**config.mk**
```make
export PLATFORM = sky130hd
export DESIGN_NAME = sasq_top
export DESIGN_NICKNAME = d
export VERILOG_FILES = /design/src/sasq_pkg.sv /design/src/sasq_fifo.sv /design/src/sasq_top.sv
export SDC_FILE = /design/constraint.sdc
export NUM_CORES = 1
export LEC_CHECK = 0
export ABC_AREA = 1
export BUFFER_PORTS_ARGS = -buffer_cell sky130_fd_sc_hd__clkbuf_2
export CAP_MARGIN = 15
export CORE_UTILIZATION = 41
export CTS_BUF_LIST = sky130_fd_sc_hd__clkbuf_4 sky130_fd_sc_hd__clkbuf_8 sky130_fd_sc_hd__clkbuf_16
export DETAILED_ROUTE_END_ITERATION = 16
export SETUP_SLACK_MARGIN = 0.3
export SLEW_MARGIN = 40
export SYNTH_ARGS = -nofsm -noshare
export SYNTH_HDL_FRONTEND = slang
export SYNTH_HIERARCHICAL = 1
export SYNTH_SLANG_ARGS = --single-unit
```
**constraint.sdc**
```tcl
create_clock -name I_MCLK -period 4.9 [get_ports I_MCLK]
set_clock_uncertainty 0.15 [all_clocks]
set_input_delay 1.225 -clock I_MCLK [delete_from_list [all_inputs] [get_ports I_MCLK]]
set_output_delay 1.225 -clock I_MCLK [all_outputs]
set_load 0.01 [all_outputs]
```
**src/sasq_pkg.sv**
```systemverilog
package sasq_pkg;

  // ************************************************************
  // word and field layout
  // ************************************************************
  localparam int SASQ_WORD_W = 16;
  localparam int SASQ_RES_W = 12;
  localparam int SASQ_RAW_W = 14;
  localparam int SASQ_SEL_BIT = 15;
  localparam int SASQ_CFG_SEL_MSB = 14;
  localparam int SASQ_CFG_SEL_LSB = 11;
  localparam int SASQ_REF_DIFF_BIT = 10;
  localparam int SASQ_ECHO_BIT = 2;
  localparam int SASQ_PAIR_MSB = 10;
  localparam int SASQ_PAIR_LSB = 3;
  localparam int SASQ_PDIFF_BIT = 2;

  localparam logic [3:0] SASQ_SEL_ADC_CFG = 4'h0;
  localparam logic [3:0] SASQ_SEL_UNIPOLAR = 4'h1;
  localparam logic [3:0] SASQ_SEL_BIPOLAR = 4'h2;

  localparam logic [3:0] SASQ_SCAN_MANUAL = 4'h1;
  localparam logic [3:0] SASQ_LAST_PDIFF_CH = 4'he;
  localparam logic [1:0] SASQ_SRST_ALL = 2'h2;
  localparam logic [1:0] SASQ_SRST_FIFO = 2'h1;

  localparam logic [14:0] SASQ_MODE_RST = 15'h0800;
  localparam int SASQ_FIFO_DEPTH = 16;

  // ************************************************************
  // timing
  // ************************************************************
  localparam int SASQ_CLK_PERIOD_NS = 10;
  localparam int SASQ_OSC_PERIOD_NS = 25;
  localparam int SASQ_OSC_CLKS_PER_CONV = 16;
  localparam int SASQ_WAKE_NS = 200;
  localparam int SASQ_SOFTWARE_CONVERT_DELAY_NS = 100;
  localparam int SASQ_CONV_CYC =
    (SASQ_OSC_PERIOD_NS * SASQ_OSC_CLKS_PER_CONV + SASQ_CLK_PERIOD_NS - 1) / SASQ_CLK_PERIOD_NS;
  localparam int SASQ_WAKE_CYC = (SASQ_WAKE_NS + SASQ_CLK_PERIOD_NS - 1) / SASQ_CLK_PERIOD_NS;
  localparam int SASQ_SOFTWARE_CONVERT_CYC =
    (SASQ_SOFTWARE_CONVERT_DELAY_NS + SASQ_CLK_PERIOD_NS - 1) / SASQ_CLK_PERIOD_NS;

  // ************************************************************
  // types
  // ************************************************************
  typedef struct packed {
    logic [3:0] scan;
    logic [3:0] chsel;
    logic [1:0] soft_rst;
    logic [1:0] pwr;
    logic channel_tag_enable;
    logic software_convert;
    logic spare;
  } sasq_mode_t;

  typedef struct packed {
    logic [3:0] ch;
    logic [SASQ_RES_W-1:0] code;
  } sasq_result_t;

  typedef enum logic [1:0] {
    SASQ_IDLE,
    SASQ_DELAY,
    SASQ_WAKE,
    SASQ_CONV
  } sasq_state_t;

endpackage

```
**src/sasq_fifo.sv**
```systemverilog
`timescale 1ns/100ps
`default_nettype none

module sasq_fifo
  import sasq_pkg::*;
#(
  parameter int W = 16,
  parameter int DEPTH = SASQ_FIFO_DEPTH
) (
  input wire logic i_clk,
  input wire logic i_rst_b,
  input wire logic i_clear,
  input wire logic i_push,
  input wire logic [W-1:0] i_data,
  input wire logic i_pop,
  output logic [W-1:0] o_head,
  output logic o_empty,
  output logic o_full
);

  localparam int AW = $clog2(DEPTH);
  localparam int CW = $clog2(DEPTH + 1);
  localparam logic [CW-1:0] CNT_FULL = CW'(DEPTH);
  localparam logic [AW-1:0] IDX_LAST = AW'(DEPTH - 1);

  logic [W-1:0] mem_q [DEPTH];
  logic [AW-1:0] wr_q;
  logic [AW-1:0] rd_q;
  logic [CW-1:0] cnt_q;
  logic pop_ok;
  logic drop_oldest;

  assign o_empty = (cnt_q == '0);
  assign o_full = (cnt_q == CNT_FULL);
  assign o_head = mem_q[rd_q];
  assign pop_ok = i_pop && !o_empty;
  // a push into a full store discards the oldest entry
  assign drop_oldest = i_push && o_full;

  always_ff @(posedge i_clk) begin
    if (i_push) begin
      mem_q[wr_q] <= i_data;
    end
  end

  always_ff @(posedge i_clk) begin
    if (!i_rst_b || i_clear) begin
      wr_q <= '0;
      rd_q <= '0;
      cnt_q <= '0;
    end else begin
      if (i_push) begin
        wr_q <= (wr_q == IDX_LAST) ? '0 : wr_q + 1'b1;
      end
      if (pop_ok || drop_oldest) begin
        rd_q <= (rd_q == IDX_LAST) ? '0 : rd_q + 1'b1;
      end
      if (i_push && !pop_ok && !o_full) begin
        cnt_q <= cnt_q + 1'b1;
      end else if (pop_ok && !i_push) begin
        cnt_q <= cnt_q - 1'b1;
      end
    end
  end

endmodule

`default_nettype wire

```
**src/sasq_top.sv**
```systemverilog
`timescale 1ns/100ps
`default_nettype none

// Overview of operation
// host clocks at most 48MHz, mode 1,1
// data in on rise, out on fall
// chip select fall samples, starts frame
// tag on: channel nibble then 12-bit result
// tag off: zero, result, three zeros
// 10-bit variant zeroes two result LSBs
// host holds clock high before select falls
// unipolar negative input gives code zero
// single-ended channels always unipolar
// pseudo-differential converts 15 inputs vs shared
// binary unipolar, two's complement bipolar
// differential reference saturates at end codes
// 16 results, newest overwrites oldest
// two bytes each, oldest byte first
// empty store shifts out zeros
// external: sample, convert, return next frame
// internal conversions paced by 40MHz oscillator
// start pulse wakes, scans, stores, shuts down
// done low at completion until select/start
// host waits for done before next access
// software convert starts after select rise
// host soft-resets switching to external
// bit 15 chooses mode or config target
// read position advances per sent byte
// echo returns written config next frame
module sasq_top
  import sasq_pkg::*;
#(
  parameter int RES_BITS = 12,
  parameter int NUM_CH = 16
) (
  input wire logic I_MCLK,
  input wire logic I_RST_B,
  input wire logic I_SCLK,
  input wire logic I_CS_N,
  input wire logic I_DIN,
  input wire logic I_CONV_START_N,
  input wire logic signed [SASQ_RAW_W-1:0] I_CONV_RAW,
  output logic O_DOUT,
  output logic O_DOUT_OE,
  output logic O_DONE_N,
  output logic O_SAMPLE,
  output logic [3:0] O_MUX_CH,
  output logic O_MUX_DIFF,
  output logic O_MUX_NEG_SHARED,
  output logic O_BUSY,
  output logic O_FIFO_EMPTY
);

  // ************************************************************
  // pin synchronisers and edge detect
  // ************************************************************
  localparam int P_SCLK = 0;
  localparam int P_CS = 1;
  localparam int P_DIN = 2;
  localparam int P_START = 3;
  localparam logic [3:0] PIN_IDLE = 4'hb;
  localparam logic [11:0] LSB_MASK = (RES_BITS == 10) ? 12'hffc : 12'hfff;
  localparam logic [3:0] CH_MAX = 4'(NUM_CH - 1);

  logic [3:0] pin_raw;
  logic [3:0] meta_q;
  logic [3:0] sync_q;
  logic [3:0] prev_q;

  assign pin_raw = {I_CONV_START_N, I_DIN, I_CS_N, I_SCLK};

  genvar gi;
  generate
    for (gi = 0; gi < 4; gi++) begin : g_sync
      always_ff @(posedge I_MCLK) begin
        if (!I_RST_B) begin
          meta_q[gi] <= PIN_IDLE[gi];
          sync_q[gi] <= PIN_IDLE[gi];
          prev_q[gi] <= PIN_IDLE[gi];
        end else begin
          meta_q[gi] <= pin_raw[gi];
          sync_q[gi] <= meta_q[gi];
          prev_q[gi] <= sync_q[gi];
        end
      end
    end
  endgenerate

  logic cs_low;
  logic cs_fall;
  logic cs_rise;
  logic sclk_rise;
  logic sclk_fall;
  logic st_fall;
  logic st_rise;

  assign cs_low = !sync_q[P_CS];
  assign cs_fall = !sync_q[P_CS] && prev_q[P_CS];
  assign cs_rise = sync_q[P_CS] && !prev_q[P_CS];
  assign sclk_rise = cs_low && sync_q[P_SCLK] && !prev_q[P_SCLK];
  assign sclk_fall = cs_low && !sync_q[P_SCLK] && prev_q[P_SCLK];
  assign st_fall = !sync_q[P_START] && prev_q[P_START];
  assign st_rise = sync_q[P_START] && !prev_q[P_START];

  // ************************************************************
  // result coding
  // ************************************************************
  function automatic logic [11:0] fmt_code(input logic signed [SASQ_RAW_W-1:0] raw,
                                           input logic bip, input logic sat);
    logic [11:0] c;
    c = raw[11:0];
    if (!bip) begin
      if (raw < 0) begin
        c = 12'h000;
      end else if (sat && raw > 14'sh0fff) begin
        c = 12'hfff;
      end
    end else if (sat) begin
      if (raw > 14'sh07ff) begin
        c = 12'h7ff;
      end else if (raw < -14'sh0800) begin
        c = 12'h800;
      end
    end
    return c & LSB_MASK;
  endfunction

  // ************************************************************
  // configuration state
  // ************************************************************
  sasq_mode_t mode_q;
  logic ref_diff_select_q;
  logic echo_en_q;
  logic pseudo_diff_common_q;
  logic [7:0] uni_pair_q;
  logic [7:0] bip_pair_q;
  logic echo_pend_q;
  logic [15:0] echo_word_q;

  logic [4:0] bit_cnt_q;
  logic [15:0] rx_q;
  logic word_done;
  logic [15:0] word;
  sasq_mode_t wr_mode;
  logic mode_wr;
  logic cfg_wr;
  logic [3:0] cfg_sel;
  logic soft_all;
  logic fifo_clear;
  logic scan_finish;
  logic int_mode;

  assign word_done = sclk_rise && (bit_cnt_q == 5'h0f);
  assign word = {rx_q[14:0], sync_q[P_DIN]};
  assign wr_mode = sasq_mode_t'(word[14:0]);
  assign mode_wr = word_done && !word[SASQ_SEL_BIT];
  assign cfg_wr = word_done && word[SASQ_SEL_BIT];
  assign cfg_sel = word[SASQ_CFG_SEL_MSB:SASQ_CFG_SEL_LSB];
  assign soft_all = mode_wr && (wr_mode.soft_rst == SASQ_SRST_ALL);
  assign fifo_clear = soft_all || (mode_wr && wr_mode.soft_rst == SASQ_SRST_FIFO);
  assign int_mode = (mode_q.scan != SASQ_SCAN_MANUAL);

  always_ff @(posedge I_MCLK) begin
    if (!I_RST_B) begin
      bit_cnt_q <= 5'h00;
      rx_q <= 16'h0000;
    end else if (cs_fall) begin
      bit_cnt_q <= 5'h00;
    end else if (sclk_rise && bit_cnt_q != 5'h10) begin
      rx_q <= word;
      bit_cnt_q <= bit_cnt_q + 5'h01;
    end
  end

  always_ff @(posedge I_MCLK) begin
    if (!I_RST_B || soft_all) begin
      mode_q <= sasq_mode_t'(SASQ_MODE_RST);
    end else begin
      if (scan_finish) begin
        mode_q.software_convert <= 1'b0;
      end
      if (mode_wr) begin
        mode_q <= wr_mode;
        mode_q.soft_rst <= 2'h0;
      end
    end
  end

  always_ff @(posedge I_MCLK) begin
    if (!I_RST_B || soft_all) begin
      ref_diff_select_q <= 1'b0;
      echo_en_q <= 1'b0;
      pseudo_diff_common_q <= 1'b0;
      uni_pair_q <= 8'h00;
      bip_pair_q <= 8'h00;
    end else if (cfg_wr) begin
      if (cfg_sel == SASQ_SEL_ADC_CFG) begin
        ref_diff_select_q <= word[SASQ_REF_DIFF_BIT];
        echo_en_q <= word[SASQ_ECHO_BIT];
      end else if (cfg_sel == SASQ_SEL_UNIPOLAR) begin
        uni_pair_q <= word[SASQ_PAIR_MSB:SASQ_PAIR_LSB];
        pseudo_diff_common_q <= word[SASQ_PDIFF_BIT];
      end else if (cfg_sel == SASQ_SEL_BIPOLAR) begin
        bip_pair_q <= word[SASQ_PAIR_MSB:SASQ_PAIR_LSB];
      end
    end
  end

  // echo of a configuration write in the next frame
  always_ff @(posedge I_MCLK) begin
    if (!I_RST_B) begin
      echo_pend_q <= 1'b0;
      echo_word_q <= 16'h0000;
    end else if (cfg_wr && (echo_en_q ||
                            (cfg_sel == SASQ_SEL_ADC_CFG && word[SASQ_ECHO_BIT]))) begin
      echo_pend_q <= 1'b1;
      echo_word_q <= word;
    end else if (cs_fall) begin
      echo_pend_q <= 1'b0;
    end
  end

  // ************************************************************
  // channel attributes
  // ************************************************************
  sasq_state_t state_q;
  logic [3:0] scan_ch_q;
  logic [3:0] mux_ch;
  logic ch_bip;
  logic ch_diff;

  assign mux_ch = (state_q == SASQ_IDLE) ? mode_q.chsel : scan_ch_q;
  assign ch_diff = !pseudo_diff_common_q && (uni_pair_q[mux_ch[3:1]] || bip_pair_q[mux_ch[3:1]]);
  // single-ended and pseudo-differential inputs are coded unipolar
  assign ch_bip = ch_diff && bip_pair_q[mux_ch[3:1]];

  assign O_MUX_CH = mux_ch;
  assign O_MUX_DIFF = ch_diff;
  assign O_MUX_NEG_SHARED = pseudo_diff_common_q;

  // ************************************************************
  // external clock sampling
  // ************************************************************
  sasq_result_t ext_res_q;
  sasq_result_t new_res;

  assign new_res = '{ch: mux_ch, code: fmt_code(I_CONV_RAW, ch_bip, ref_diff_select_q)};

  always_ff @(posedge I_MCLK) begin
    if (!I_RST_B) begin
      ext_res_q <= '0;
    end else if (cs_fall && !int_mode) begin
      ext_res_q <= new_res;
    end
  end

  // ************************************************************
  // internal scan sequencer
  // ************************************************************
  logic [15:0] cnt_q;
  logic arm_q;
  logic fifo_push;
  logic fifo_pop;
  sasq_result_t fifo_head;
  logic fifo_empty;
  logic [3:0] last_ch;
  logic conv_end;
  logic sample_q;

  assign last_ch = (pseudo_diff_common_q && mode_q.chsel > SASQ_LAST_PDIFF_CH) ?
                   SASQ_LAST_PDIFF_CH : mode_q.chsel;
  assign conv_end = (state_q == SASQ_CONV) && (cnt_q == 16'(SASQ_CONV_CYC - 1));
  assign fifo_push = conv_end;
  assign scan_finish = conv_end && (scan_ch_q == last_ch || scan_ch_q == CH_MAX);

  always_ff @(posedge I_MCLK) begin
    if (!I_RST_B) begin
      arm_q <= 1'b0;
    end else if (st_fall && !cs_low) begin
      arm_q <= 1'b1;
    end else if (st_rise || cs_fall) begin
      arm_q <= 1'b0;
    end
  end

  always_ff @(posedge I_MCLK) begin
    if (!I_RST_B || soft_all) begin
      state_q <= SASQ_IDLE;
      cnt_q <= 16'h0000;
      scan_ch_q <= 4'h0;
      sample_q <= 1'b0;
    end else begin
      sample_q <= 1'b0;
      cnt_q <= cnt_q + 16'h0001;
      case (state_q)
        SASQ_IDLE: begin
          cnt_q <= 16'h0000;
          if (int_mode && st_rise && arm_q && !cs_low) begin
            state_q <= SASQ_WAKE;
          end else if (int_mode && cs_rise && mode_q.software_convert) begin
            state_q <= SASQ_DELAY;
          end
        end
        SASQ_DELAY: begin
          if (cnt_q == 16'(SASQ_SOFTWARE_CONVERT_CYC - 1)) begin
            state_q <= SASQ_WAKE;
            cnt_q <= 16'h0000;
          end
        end
        SASQ_WAKE: begin
          if (cnt_q == 16'(SASQ_WAKE_CYC - 1)) begin
            state_q <= SASQ_CONV;
            cnt_q <= 16'h0000;
            scan_ch_q <= 4'h0;
            sample_q <= 1'b1;
          end
        end
        SASQ_CONV: begin
          if (conv_end) begin
            cnt_q <= 16'h0000;
            if (scan_finish) begin
              state_q <= SASQ_IDLE;
            end else begin
              scan_ch_q <= scan_ch_q + 4'h1;
              sample_q <= 1'b1;
            end
          end
        end
        default: begin
          state_q <= SASQ_IDLE;
        end
      endcase
    end
  end

  // done is set on completion even if a falling edge lands together
  always_ff @(posedge I_MCLK) begin
    if (!I_RST_B) begin
      O_DONE_N <= 1'b1;
    end else if (scan_finish) begin
      O_DONE_N <= 1'b0;
    end else if (cs_fall || st_fall) begin
      O_DONE_N <= 1'b1;
    end
  end

  assign O_SAMPLE = sample_q || (cs_fall && !int_mode);
  assign O_BUSY = (state_q != SASQ_IDLE);
  assign O_FIFO_EMPTY = fifo_empty;

  sasq_fifo #(
    .W(SASQ_WORD_W),
    .DEPTH(SASQ_FIFO_DEPTH)
  ) u_fifo (
    .i_clk(I_MCLK),
    .i_rst_b(I_RST_B),
    .i_clear(fifo_clear),
    .i_push(fifo_push),
    .i_data(new_res),
    .i_pop(fifo_pop),
    .o_head(fifo_head),
    .o_empty(fifo_empty),
    .o_full()
  );

  // ************************************************************
  // serial output
  // ************************************************************
  logic [15:0] tx_q;
  logic fifo_tx_q;
  logic byte_sel_q;
  logic [2:0] byte_bits_q;
  logic reload_q;
  logic [7:0] head_byte;
  logic byte_out;

  // byte zero carries the channel ahead of the result msbs
  assign head_byte = fifo_empty ? 8'h00 :
                     (byte_sel_q ? fifo_head.code[7:0] : {fifo_head.ch, fifo_head.code[11:8]});
  assign byte_out = sclk_fall && fifo_tx_q && (byte_bits_q == 3'h7);
  assign fifo_pop = byte_out && byte_sel_q && !fifo_empty;

  always_ff @(posedge I_MCLK) begin
    if (!I_RST_B || fifo_clear) begin
      byte_sel_q <= 1'b0;
    end else if (byte_out && !fifo_empty) begin
      byte_sel_q <= !byte_sel_q;
    end
  end

  always_ff @(posedge I_MCLK) begin
    if (!I_RST_B) begin
      tx_q <= 16'h0000;
      fifo_tx_q <= 1'b0;
      byte_bits_q <= 3'h0;
      reload_q <= 1'b0;
      O_DOUT <= 1'b0;
    end else begin
      reload_q <= byte_out;
      if (cs_fall) begin
        byte_bits_q <= 3'h0;
        fifo_tx_q <= !echo_pend_q && int_mode;
        O_DOUT <= 1'b0;
        if (echo_pend_q) begin
          tx_q <= echo_word_q;
        end else if (int_mode) begin
          tx_q <= {head_byte, 8'h00};
        end else if (mode_q.channel_tag_enable) begin
          tx_q <= {ext_res_q.ch, ext_res_q.code};
        end else begin
          tx_q <= {1'b0, ext_res_q.code, 3'b000};
        end
      end else if (sclk_fall) begin
        O_DOUT <= tx_q[15];
        tx_q <= {tx_q[14:0], 1'b0};
        if (fifo_tx_q) begin
          byte_bits_q <= byte_bits_q + 3'h1;
        end
      end else if (reload_q && fifo_tx_q) begin
        tx_q <= {head_byte, 8'h00};
      end
    end
  end

  assign O_DOUT_OE = cs_low;

endmodule

`default_nettype wire

```
==> results of run 1 <==
-- stage by stage --
| step | util | area [um2] |
|---|---|---|
| after floorplan | - | 17900 |
| after global placement | 0.431 | 18600 |
| after detailed placement | 0.431 | 18600 |
| after CTS | 0.464 | 20000 |
| after global routing | 0.465 | 20000 |
| final | 0.465 | 20000 |
-- cells by family (layout without fill, tap and decap cells) --
group	count (synthesis)	count (layout)	share of synthesized area
adder cells (fa/ha/maj)	22	22	0.0158
XOR/XNOR	14	14	0.00686
AO/OA/AOI/OAI	498	498	0.157
flip-flops	414	414	0.607
AND/OR/NAND/NOR	641	641	0.150
buffers and inverters	254	297	0.0609
multiplexers	5	5	0.00280
-- power by group --
group          internal [uW]  switching (uW)  total (uW)
Combinational           46.5             118         165
Sequential              3700            11.7        3710
Clock                   1860            1370        3240
-- what timing repair did --
item	4_1_cts	5_1_grt
setup endpoints to repair	0	1
resized for setup	0	1
hold endpoints to repair	0	0
-- registers in the layout (all words and copies together) (netlist names), 2 cells and up, named ones only --
signal	flops
u_fifo/cnt_q	5
u_fifo/rd_q	4
ext_res_q	16
tx_q	16
uni_pair_q	8
echo_word_q	16
state_q	2
mode_q	10
sync_q	4
u_fifo/mem_q	256
prev_q	3
bip_pair_q	8
rx_q	15
u_fifo/wr_q	4
scan_ch_q	4
bit_cnt_q	5
byte_bits_q	3
cnt_q	16
meta_q	4
-- area by class of cell --
type	instances	area, um2
fill	4040	23100
sequential	414	10900
multi-input combinational	1180	6000
clock buffer	55	1240
tap	585	732
inverter	153	579
timing repair buffer	64	432
clock inverter	25	173
-- Yosys cell counts, drive strengths merged (8+ instances only) --
cell type	number
dfxtp	158
nand4	11
nand2	234
xor2	8
nand3	67
nor3	11
o311ai	8
ha	21
clkbuf	55
o21ai	266
edfxtp	256
o31ai	8
inv	152
o22ai	10
nor2	306
o211ai	68
a21oi	122
buf	46
-- critical path, cell delays in order, from the launching register on --
cell and delay, ns:
dfxtp_1 0.38, inv_1 0.08, ha_1 0.35, o21ai_4 0.51, inv_2 0.17, o211ai_2 0.12
nand2_2 0.08, o21ai_4 0.34, nor2_1 0.13, nor2_1 0.11, clkbuf_2 0.14
-- how the worst max path moves through the flow --
stage | startpoint | endpoint | slack (ns) | cells after the start
after CTS | state_q[0] | O_MUX_DIFF | 0.33 | 10
after global placement | state_q[0] | O_MUX_DIFF | 0.98 | 10
after detailed placement | state_q[0] | O_MUX_DIFF | 0.93 | 10
after floorplan | state_q[0] | O_MUX_DIFF | 1.47 | 10
after global routing | state_q[0] | O_MUX_DIFF | 0.33 | 10
final | state_q[0] | O_MUX_DIFF | 0.57 | 10
-- metal layers --
metal / GRT usage / share of wire
met1: 0.302 / 0.47
met2: 0.318 / 0.46
met3: 0.0287 / 0.057
met4: 0.0572 / 0.018
met5: 0 / 0
==> impl_metrics.toml, run 1 <==
[global_route]
grt_usage = 0.206
grt_max_degree = 83
grt_pass1_wl_mm = 70.5
antenna_found_initial = 0
grt_pass1_vias = 12200
globalRouteOverflowTotal = 0

[logic_synthesis]
synthArstFlopShare = 0
yosysWarnings = 6
syn_avg_cell_area_um2 = 9.68
synth-edff-count = 256
netlist.top_cell.by_area = "edfxtp_1"
ys_types = 48
netlist_instances = 1848
synth_top_area_share = 0.430
synthFlopType = "edfxtp_1"
synthTopCellsByArea = "edfxtp_1 43%, dfxtp_1 18%, o21ai_0 6.2%, nor2_1 6.1%, nand2_1 4.6%"
synth-seq-area-share = 0.607
synthesis.area_mm2 = 0.0179
syn-num-nets = 1890
synth-seq-cells = 414

[clocking]
cts_tree = "built"
cts_max_level = 2
insertion_delay_ns = 0.56
cts_sinks = 414
clock_path_buffers = 3
root_buffer = "clkbuf_16"
clk_pin_slew_ns = 0.06
cts_made_buffers = 44
post-cts-setup-buffer-count = 0
hold_buffers = 0

[sta]
clock.fmax_ghz = 0.231
relSlewSlack = 0.438
setup_viol = 0
tns_ns = 0
fin_crit_sh = 0.884
fin_ws_ns = 0.570
rsz0062_at_grt = "no"
holdWs_ns = 0.260
drv_slew = 0
hold_violations = 0
worst_pin_slew_ns = 0.842
min_period_ns = 4.33

[cells_and_area]
layout_commonest_cell = "nor2_1"
n_antenna_cell = 0
synthToLayoutAreaGrowth_pct = 11.9
layout_common_cells = "276 x nor2_1, 256 x edfxtp_1, 222 x o21ai_0"
finalNetCount = 1899
layoutNonFillerInstCount = 2476
final_layout_size_suffix_gt1_frac = 0.113

[worst_hold_path]
hp-start = "meta_q[0]"
hold_path_class = "reg -> reg"
min_path_cells = 1
worstHoldEndpoint = "sync_q[0]"

[power_and_ir_drop]
ir_worst_vdd_mv = 0.301
p_per_area_mw_per_mm2 = 355
power_uw = 7110
leakage_uw = 0.00703

[drt]
via_per_inst = 5.29
wl_mm = 45.5
drc = 0
dr.pass1.iters = 5
wl_per_cell_um = 18.4
num_vias = 13100
drt_iter0_drc = 1142
ant_nets = 0

[floorplanning]
die_area_mm2 = 0.0445
pin_count = 32
rows = 76
fp.dieW_um = 211
initial_core_util = 0.415
die_h_um = 211
core_mm2 = 0.0431

[run_status]
status = "finished clean"

[run]
max-cap-violations = 0

[setup_path]
worstSetupPathType = "reg -> out"
r2r-end = "u_fifo/mem_q[9][9]"
end_kind = "primary output"
arrival_ns = 2.95
cp_max_fo = 20
r2r_start = "state_q[0]"
worst_ep_required_time_ns = 3.52
r2r_slack_ns = 1.42
reg2regPathDepth = 10
critPathLaunchType = "register"

[placed_design]
portBuffers = 31
dp_cells = 2396
place_hpwl_mm = 28.4
gp_congestion = 0.875
post-place-ws_ns = 0.934
No activity file was read; power rests on OpenSTA's default activity.
==> inputs of run 2 (changes only) <==
--- a/config.mk
+++ b/config.mk
@@ -6,11 +6,12 @@
 export NUM_CORES = 1
 export LEC_CHECK = 0
 export ABC_AREA = 1
-export BUFFER_PORTS_ARGS = -buffer_cell sky130_fd_sc_hd__clkbuf_2
 export CAP_MARGIN = 15
+export CORE_ASPECT_RATIO = 0.7
 export CORE_UTILIZATION = 41
 export CTS_BUF_LIST = sky130_fd_sc_hd__clkbuf_4 sky130_fd_sc_hd__clkbuf_8 sky130_fd_sc_hd__clkbuf_16
 export DETAILED_ROUTE_END_ITERATION = 16
+export DONT_BUFFER_PORTS = 1
 export SETUP_SLACK_MARGIN = 0.3
 export SLEW_MARGIN = 40
 export SYNTH_ARGS = -nofsm -noshare
==> run 2 against run 1 <==
Die area about the same; worst setup slack improved by 0.0021 ns; first-iteration DRC count is 0.61% higher; hold slack better by 0.0036 ns; utilization rose by 0.095 points; combinational power decreased by 15%; sequential power is essentially flat; non-clock buffer count decreased by 34; flip-flop and latch count unchanged; critical endpoint unchanged; largest power group unchanged.
==> impl_metrics.toml, run 2 (synthesis gave the netlist of run 1 again) <==
[worst_hold_path]
hold_path_class = "reg -> reg"

[cells_and_area]
final_layout_size_suffix_gt1_frac = 0.0988
finalNetCount = 1862
largest_reg_flops = 256
multi_input_area_mm2 = 0.00602
n_fill_cell = 3951
n_antenna_cell = 0
regMostFlops = "u_fifo/mem_q"
layout_commonest_cell = "nor2_1"
fin_util = 0.466
regArea_mm2 = 0.0109
synthToLayoutAreaGrowth_pct = 11.0
layout_common_cells = "277 x nor2_1, 256 x edfxtp_1, 222 x o21ai_0"

[sta]
min_period_ns = 4.33
tns_ns = 0
fin_crit_sh = 0.883
drv_slew = 0
hold_violations = 0
setup_viol = 0
worst_pin_slew_ns = 0.793
fin_ws_ns = 0.573
clock.fmax_ghz = 0.231
rsz0062_at_grt = "no"
holdWs_ns = 0.264
relSlewSlack = 0.471

[clocking]
cts_made_buffers = 40
insertion_delay_ns = 0.55
cts.repair.resized = 0
root_buffer = "clkbuf_16"
clk_pin_slew_ns = 0.06
cts_max_level = 2
cts_tree = "built"
hold_buffers = 0
post-cts-setup-buffer-count = 0
cts_sinks = 414
clock_path_buffers = 3

[run]
max-cap-violations = 0

[power_and_ir_drop]
leakage_uw = 0.00689
p_per_area_mw_per_mm2 = 358
p_sw_uw = 1430
ir_worst_vdd_mv = 0.256
power_frac_clock = 0.458
power_uw = 7110
netSwitchingFraction = 0.201
p_int_uw = 5680
pwr-share-seq = 0.523
combPwrFrac = 0.020

[drt]
via_per_inst = 5.34
ant_nets = 0
wl_mm = 46.5
drt_iter0_drc = 1149
dr.pass1.iters = 5
num_vias = 13000
wl_per_cell_um = 19.1
drc = 0

[setup_path]
worst_ep_required_time_ns = 3.52
cp-endpoint = "O_MUX_DIFF"
r2r_slack_ns = 1.43
arrival_ns = 2.95
worstSetupPathType = "reg -> out"
reg2regPathDepth = 11
r2r-end = "u_fifo/mem_q[12][4]"
crit_start = "state_q[0]"
critPathLaunchType = "register"
cp_max_fo = 14
r2r_start = "state_q[0]"
end_kind = "primary output"

[placed_design]
gp_congestion = 0.848
place_hpwl_mm = 28.0
post-place-ws_ns = 1.03
portBuffers = 0

[floorplanning]
core_mm2 = 0.0426
fp.dieW_um = 252
die_area_mm2 = 0.0445
rows = 63
die_h_um = 177
initial_core_util = 0.419
pin_count = 32

[run_status]
status = "finished clean"

[global_route]
grt_usage = 0.209
globalRouteOverflowTotal = 0
grt_pass1_wl_mm = 70.8
antenna_found_initial = 0
grt_pass1_vias = 12000
grt_max_degree = 70
==> run 2: worst min path at each step <==
stage                     startpoint        end  slack [ns]  cells after the start
final                      meta_q[2]  sync_q[2]        0.26                      2
after global routing       meta_q[0]  sync_q[0]        0.29                      1
after CTS                  meta_q[0]  sync_q[0]        0.27                      1
after detailed placement   meta_q[2]  sync_q[2]        0.25                      2
after global placement     meta_q[2]  sync_q[2]        0.25                      2
after floorplan            meta_q[2]  sync_q[2]        0.24                      2
==> run 2: stage by stage <==
| stage | cells | area, um2 |
|---|---|---|
| 6_report | 2437 | 19900 |
| 5_1_grt | 2437 | 19900 |
| 4_1_cts | 2435 | 19800 |
| 3_5_place_dp | 2361 | 18400 |
| 3_3_place_gp | 2361 | 18400 |
| 2_1_floorplan | 1848 | 17900 |
==> run 2: critical path, cell delays in order, from the launching register on <==
cell and delay, ns:
dfxtp_1 0.34, inv_1 0.09, ha_2 0.41, nand2_1 0.28, o21ai_4 0.25, inv_2 0.15
o211ai_2 0.11, nand2_2 0.08, o21ai_4 0.37, nor2_1 0.12, nor2_1 0.21
==> run 2: cell type report <==
type	instances	share of cell area
clock buffers	58	0.0612
clock inverters	16	0.00951
inverters	153	0.0292
multi-input cells	1181	0.303
flip-flops and latches	414	0.547
well taps	585	0.0369
repair buffers	30	0.0130
==> run 2: power groups by stage <==
stage               sequential (uW)  clock [uW]  combinational (uW)
CTS                            3710        3320                 138
global placement               3790           0                 134
finish                         3710        3250                 141
detailed placement             3790           0                 137
global route                   3710        3460                 160
floorplan                      3780           0                 109
==> run 2: routing by layer <==
layer	vias up	global-route usage	share of wire
met5	-	0	0
met2	396	0.314	0.43
met3	77	0.0368	0.067
li1	6305	-	-
met4	0	0.0668	0.027
met1	6232	0.306	0.48
==> inputs of run 3 (changes only) <==
--- a/config.mk
+++ b/config.mk
@@ -8,10 +8,11 @@
 export ABC_AREA = 1
 export CAP_MARGIN = 15
 export CORE_ASPECT_RATIO = 0.7
-export CORE_UTILIZATION = 41
+export CORE_UTILIZATION = 59
 export CTS_BUF_LIST = sky130_fd_sc_hd__clkbuf_4 sky130_fd_sc_hd__clkbuf_8 sky130_fd_sc_hd__clkbuf_16
 export DETAILED_ROUTE_END_ITERATION = 16
 export DONT_BUFFER_PORTS = 1
+export PLACE_DENSITY = 0.75
 export SETUP_SLACK_MARGIN = 0.3
 export SLEW_MARGIN = 40
 export SYNTH_ARGS = -nofsm -noshare
==> run 3 against run 2 <==
Non-clock buffer count is 2 lower; flip-flop and latch count did not move; cell area down 1.8%; cell count down 7.8%; clock power is 5% lower; fmax decreased by 1.7%; sequential power about the same; sequential share of layout area rose by 1.0 points; routed wire length decreased by 6.5%; critical path depth shrank 1.
==> impl_metrics.toml, run 3 (synthesis gave the netlist of run 1 again) <==
[floorplanning]
initial_core_util = 0.610
core_mm2 = 0.0293
pin_count = 32
rows = 52
die_area_mm2 = 0.0310
die_h_um = 148
fp.dieW_um = 210

[global_route]
grt_pass1_vias = 12300
grt_max_degree = 90
grt_pass1_wl_mm = 68.8
antenna_found_initial = 0
grt_usage = 0.289
globalRouteOverflowTotal = 0

[setup_path]
worst_ep_required_time_ns = 3.52
critPathLaunchType = "register"
worstSetupPathType = "reg -> out"
crit_start = "state_q[0]"
r2r_start = "state_q[0]"
end_kind = "primary output"
arrival_ns = 3.03
cp_max_fo = 20

[sta]
worst_pin_slew_ns = 0.785
min_period_ns = 4.40
rsz0062_at_grt = "no"
fin_crit_sh = 0.899
hold_violations = 0
tns_ns = 0
setup_viol = 0
drv_slew = 0
relSlewSlack = 0.473
clock.fmax_ghz = 0.227

[cells_and_area]
n_antenna_cell = 0
layoutNonFillerInstCount = 2247
layout_commonest_cell = "nor2_1"
regMostFlops = "u_fifo/mem_q"
layout_common_cells = "277 x nor2_1, 256 x edfxtp_1, 222 x o21ai_0"
synthToLayoutAreaGrowth_pct = 9.00
n_fill_cell = 2233
largest_reg_flops = 256
regArea_mm2 = 0.0109
finalNetCount = 1858
final_area_mm2 = 0.0195
final_layout_size_suffix_gt1_frac = 0.0923
multi_input_area_mm2 = 0.00601

[clocking]
post-cts-setup-buffer-count = 0
cts_sinks = 414
cts_tree = "built"
hold_buffers = 0
insertion_delay_ns = 0.55
root_buffer = "clkbuf_16"
cts_max_level = 2
cts.repair.resized = 0
clk_pin_slew_ns = 0.06
cts_made_buffers = 39
clock_path_buffers = 3

[placed_design]
dpl-instance-area_mm2 = 0.0182
dp_cells = 2180
gp_congestion = 0.957
place_hpwl_mm = 26.6
portBuffers = 0

[power_and_ir_drop]
leakage_uw = 0.00683
p_per_area_mw_per_mm2 = 356
ir_worst_vdd_mv = 0.325

[drt]
ant_nets = 0
num_vias = 13300
via_per_inst = 5.92
wl_per_cell_um = 19.4
dr.pass1.iters = 5
wl_mm = 43.5
drc = 0
drt_iter0_drc = 1882

[run]
max-cap-violations = 0

[worst_hold_path]
hp-start = "meta_q[0]"
hold_path_class = "reg -> reg"

[run_status]
status = "finished clean"
run 3: changes by cell type in the layout (fill, tap and decap cells not counted), moves of 2 or more:
cell / before / now
clkbuf_4: 9 / 7
o21ai_2: 3 / 0
clkbuf_8: 7 / 4
o21ai_1: 40 / 42
run 3: worst max-delay path: stages, from the launching register on:
cell	delay (ns)
dfxtp_1	0.40
inv_1	0.09
ha_1	0.36
o21ai_4	0.57
inv_2	0.16
o211ai_2	0.12
nand2_2	0.08
o21ai_4	0.38
nor2_1	0.14
nor2_1	0.20
run 3: final cells by class:
class / count / share of cell area
Sequential cell: 414 / 0.557
Clock buffer: 53 / 0.0594
Multi-Input combinational cell: 1180 / 0.308
Tap cell: 405 / 0.0260
Clock inverter: 14 / 0.00744
Inverter: 153 / 0.0297
Timing Repair Buffer: 28 / 0.0121
run 3: per-layer routing:
layer	wire length, um	share of wire	vias to the layer above	global-route usage
met5	0	0	-	0
met4	776	0.018	0	0.0708
li1	-	-	6286	-
met2	18400	0.42	603	0.424
met1	19600	0.45	6336	0.438
met3	4810	0.11	68	0.0599
run 3: worst paths after layout:
path / cells past startpoint / to / slack (ns)
worst max-delay path: 9 / O_MUX_DIFF / 0.50
worst min-delay path: 1 / sync_q[0] / 0.26
worst max register to register: 10 / u_fifo/mem_q[15][9] / 1.33
worst min register to register: 1 / sync_q[0] / 0.26
run 3: where the power goes:
part,switching (uW),internal (uW),total [uW]
logic,101,39.8,141
clock network,1270,1810,3090
registers,13.2,3700,3710
total,1390,5550,6940
run 3: stage by stage:
step / setup slack (ns) / power (uW) / hold slack, ns / util
5_1_grt: 0.317 / 7120 / 0.288 / 0.664
3_5_place_dp: 1.09 / 3920 / 0.249 / 0.620
2_1_floorplan: 1.47 / 3890 / 0.240 / -
3_3_place_gp: 0.887 / 3920 / 0.244 / 0.618
6_report: 0.496 / 6940 / 0.262 / 0.664
4_1_cts: 0.496 / 6970 / 0.265 / 0.664
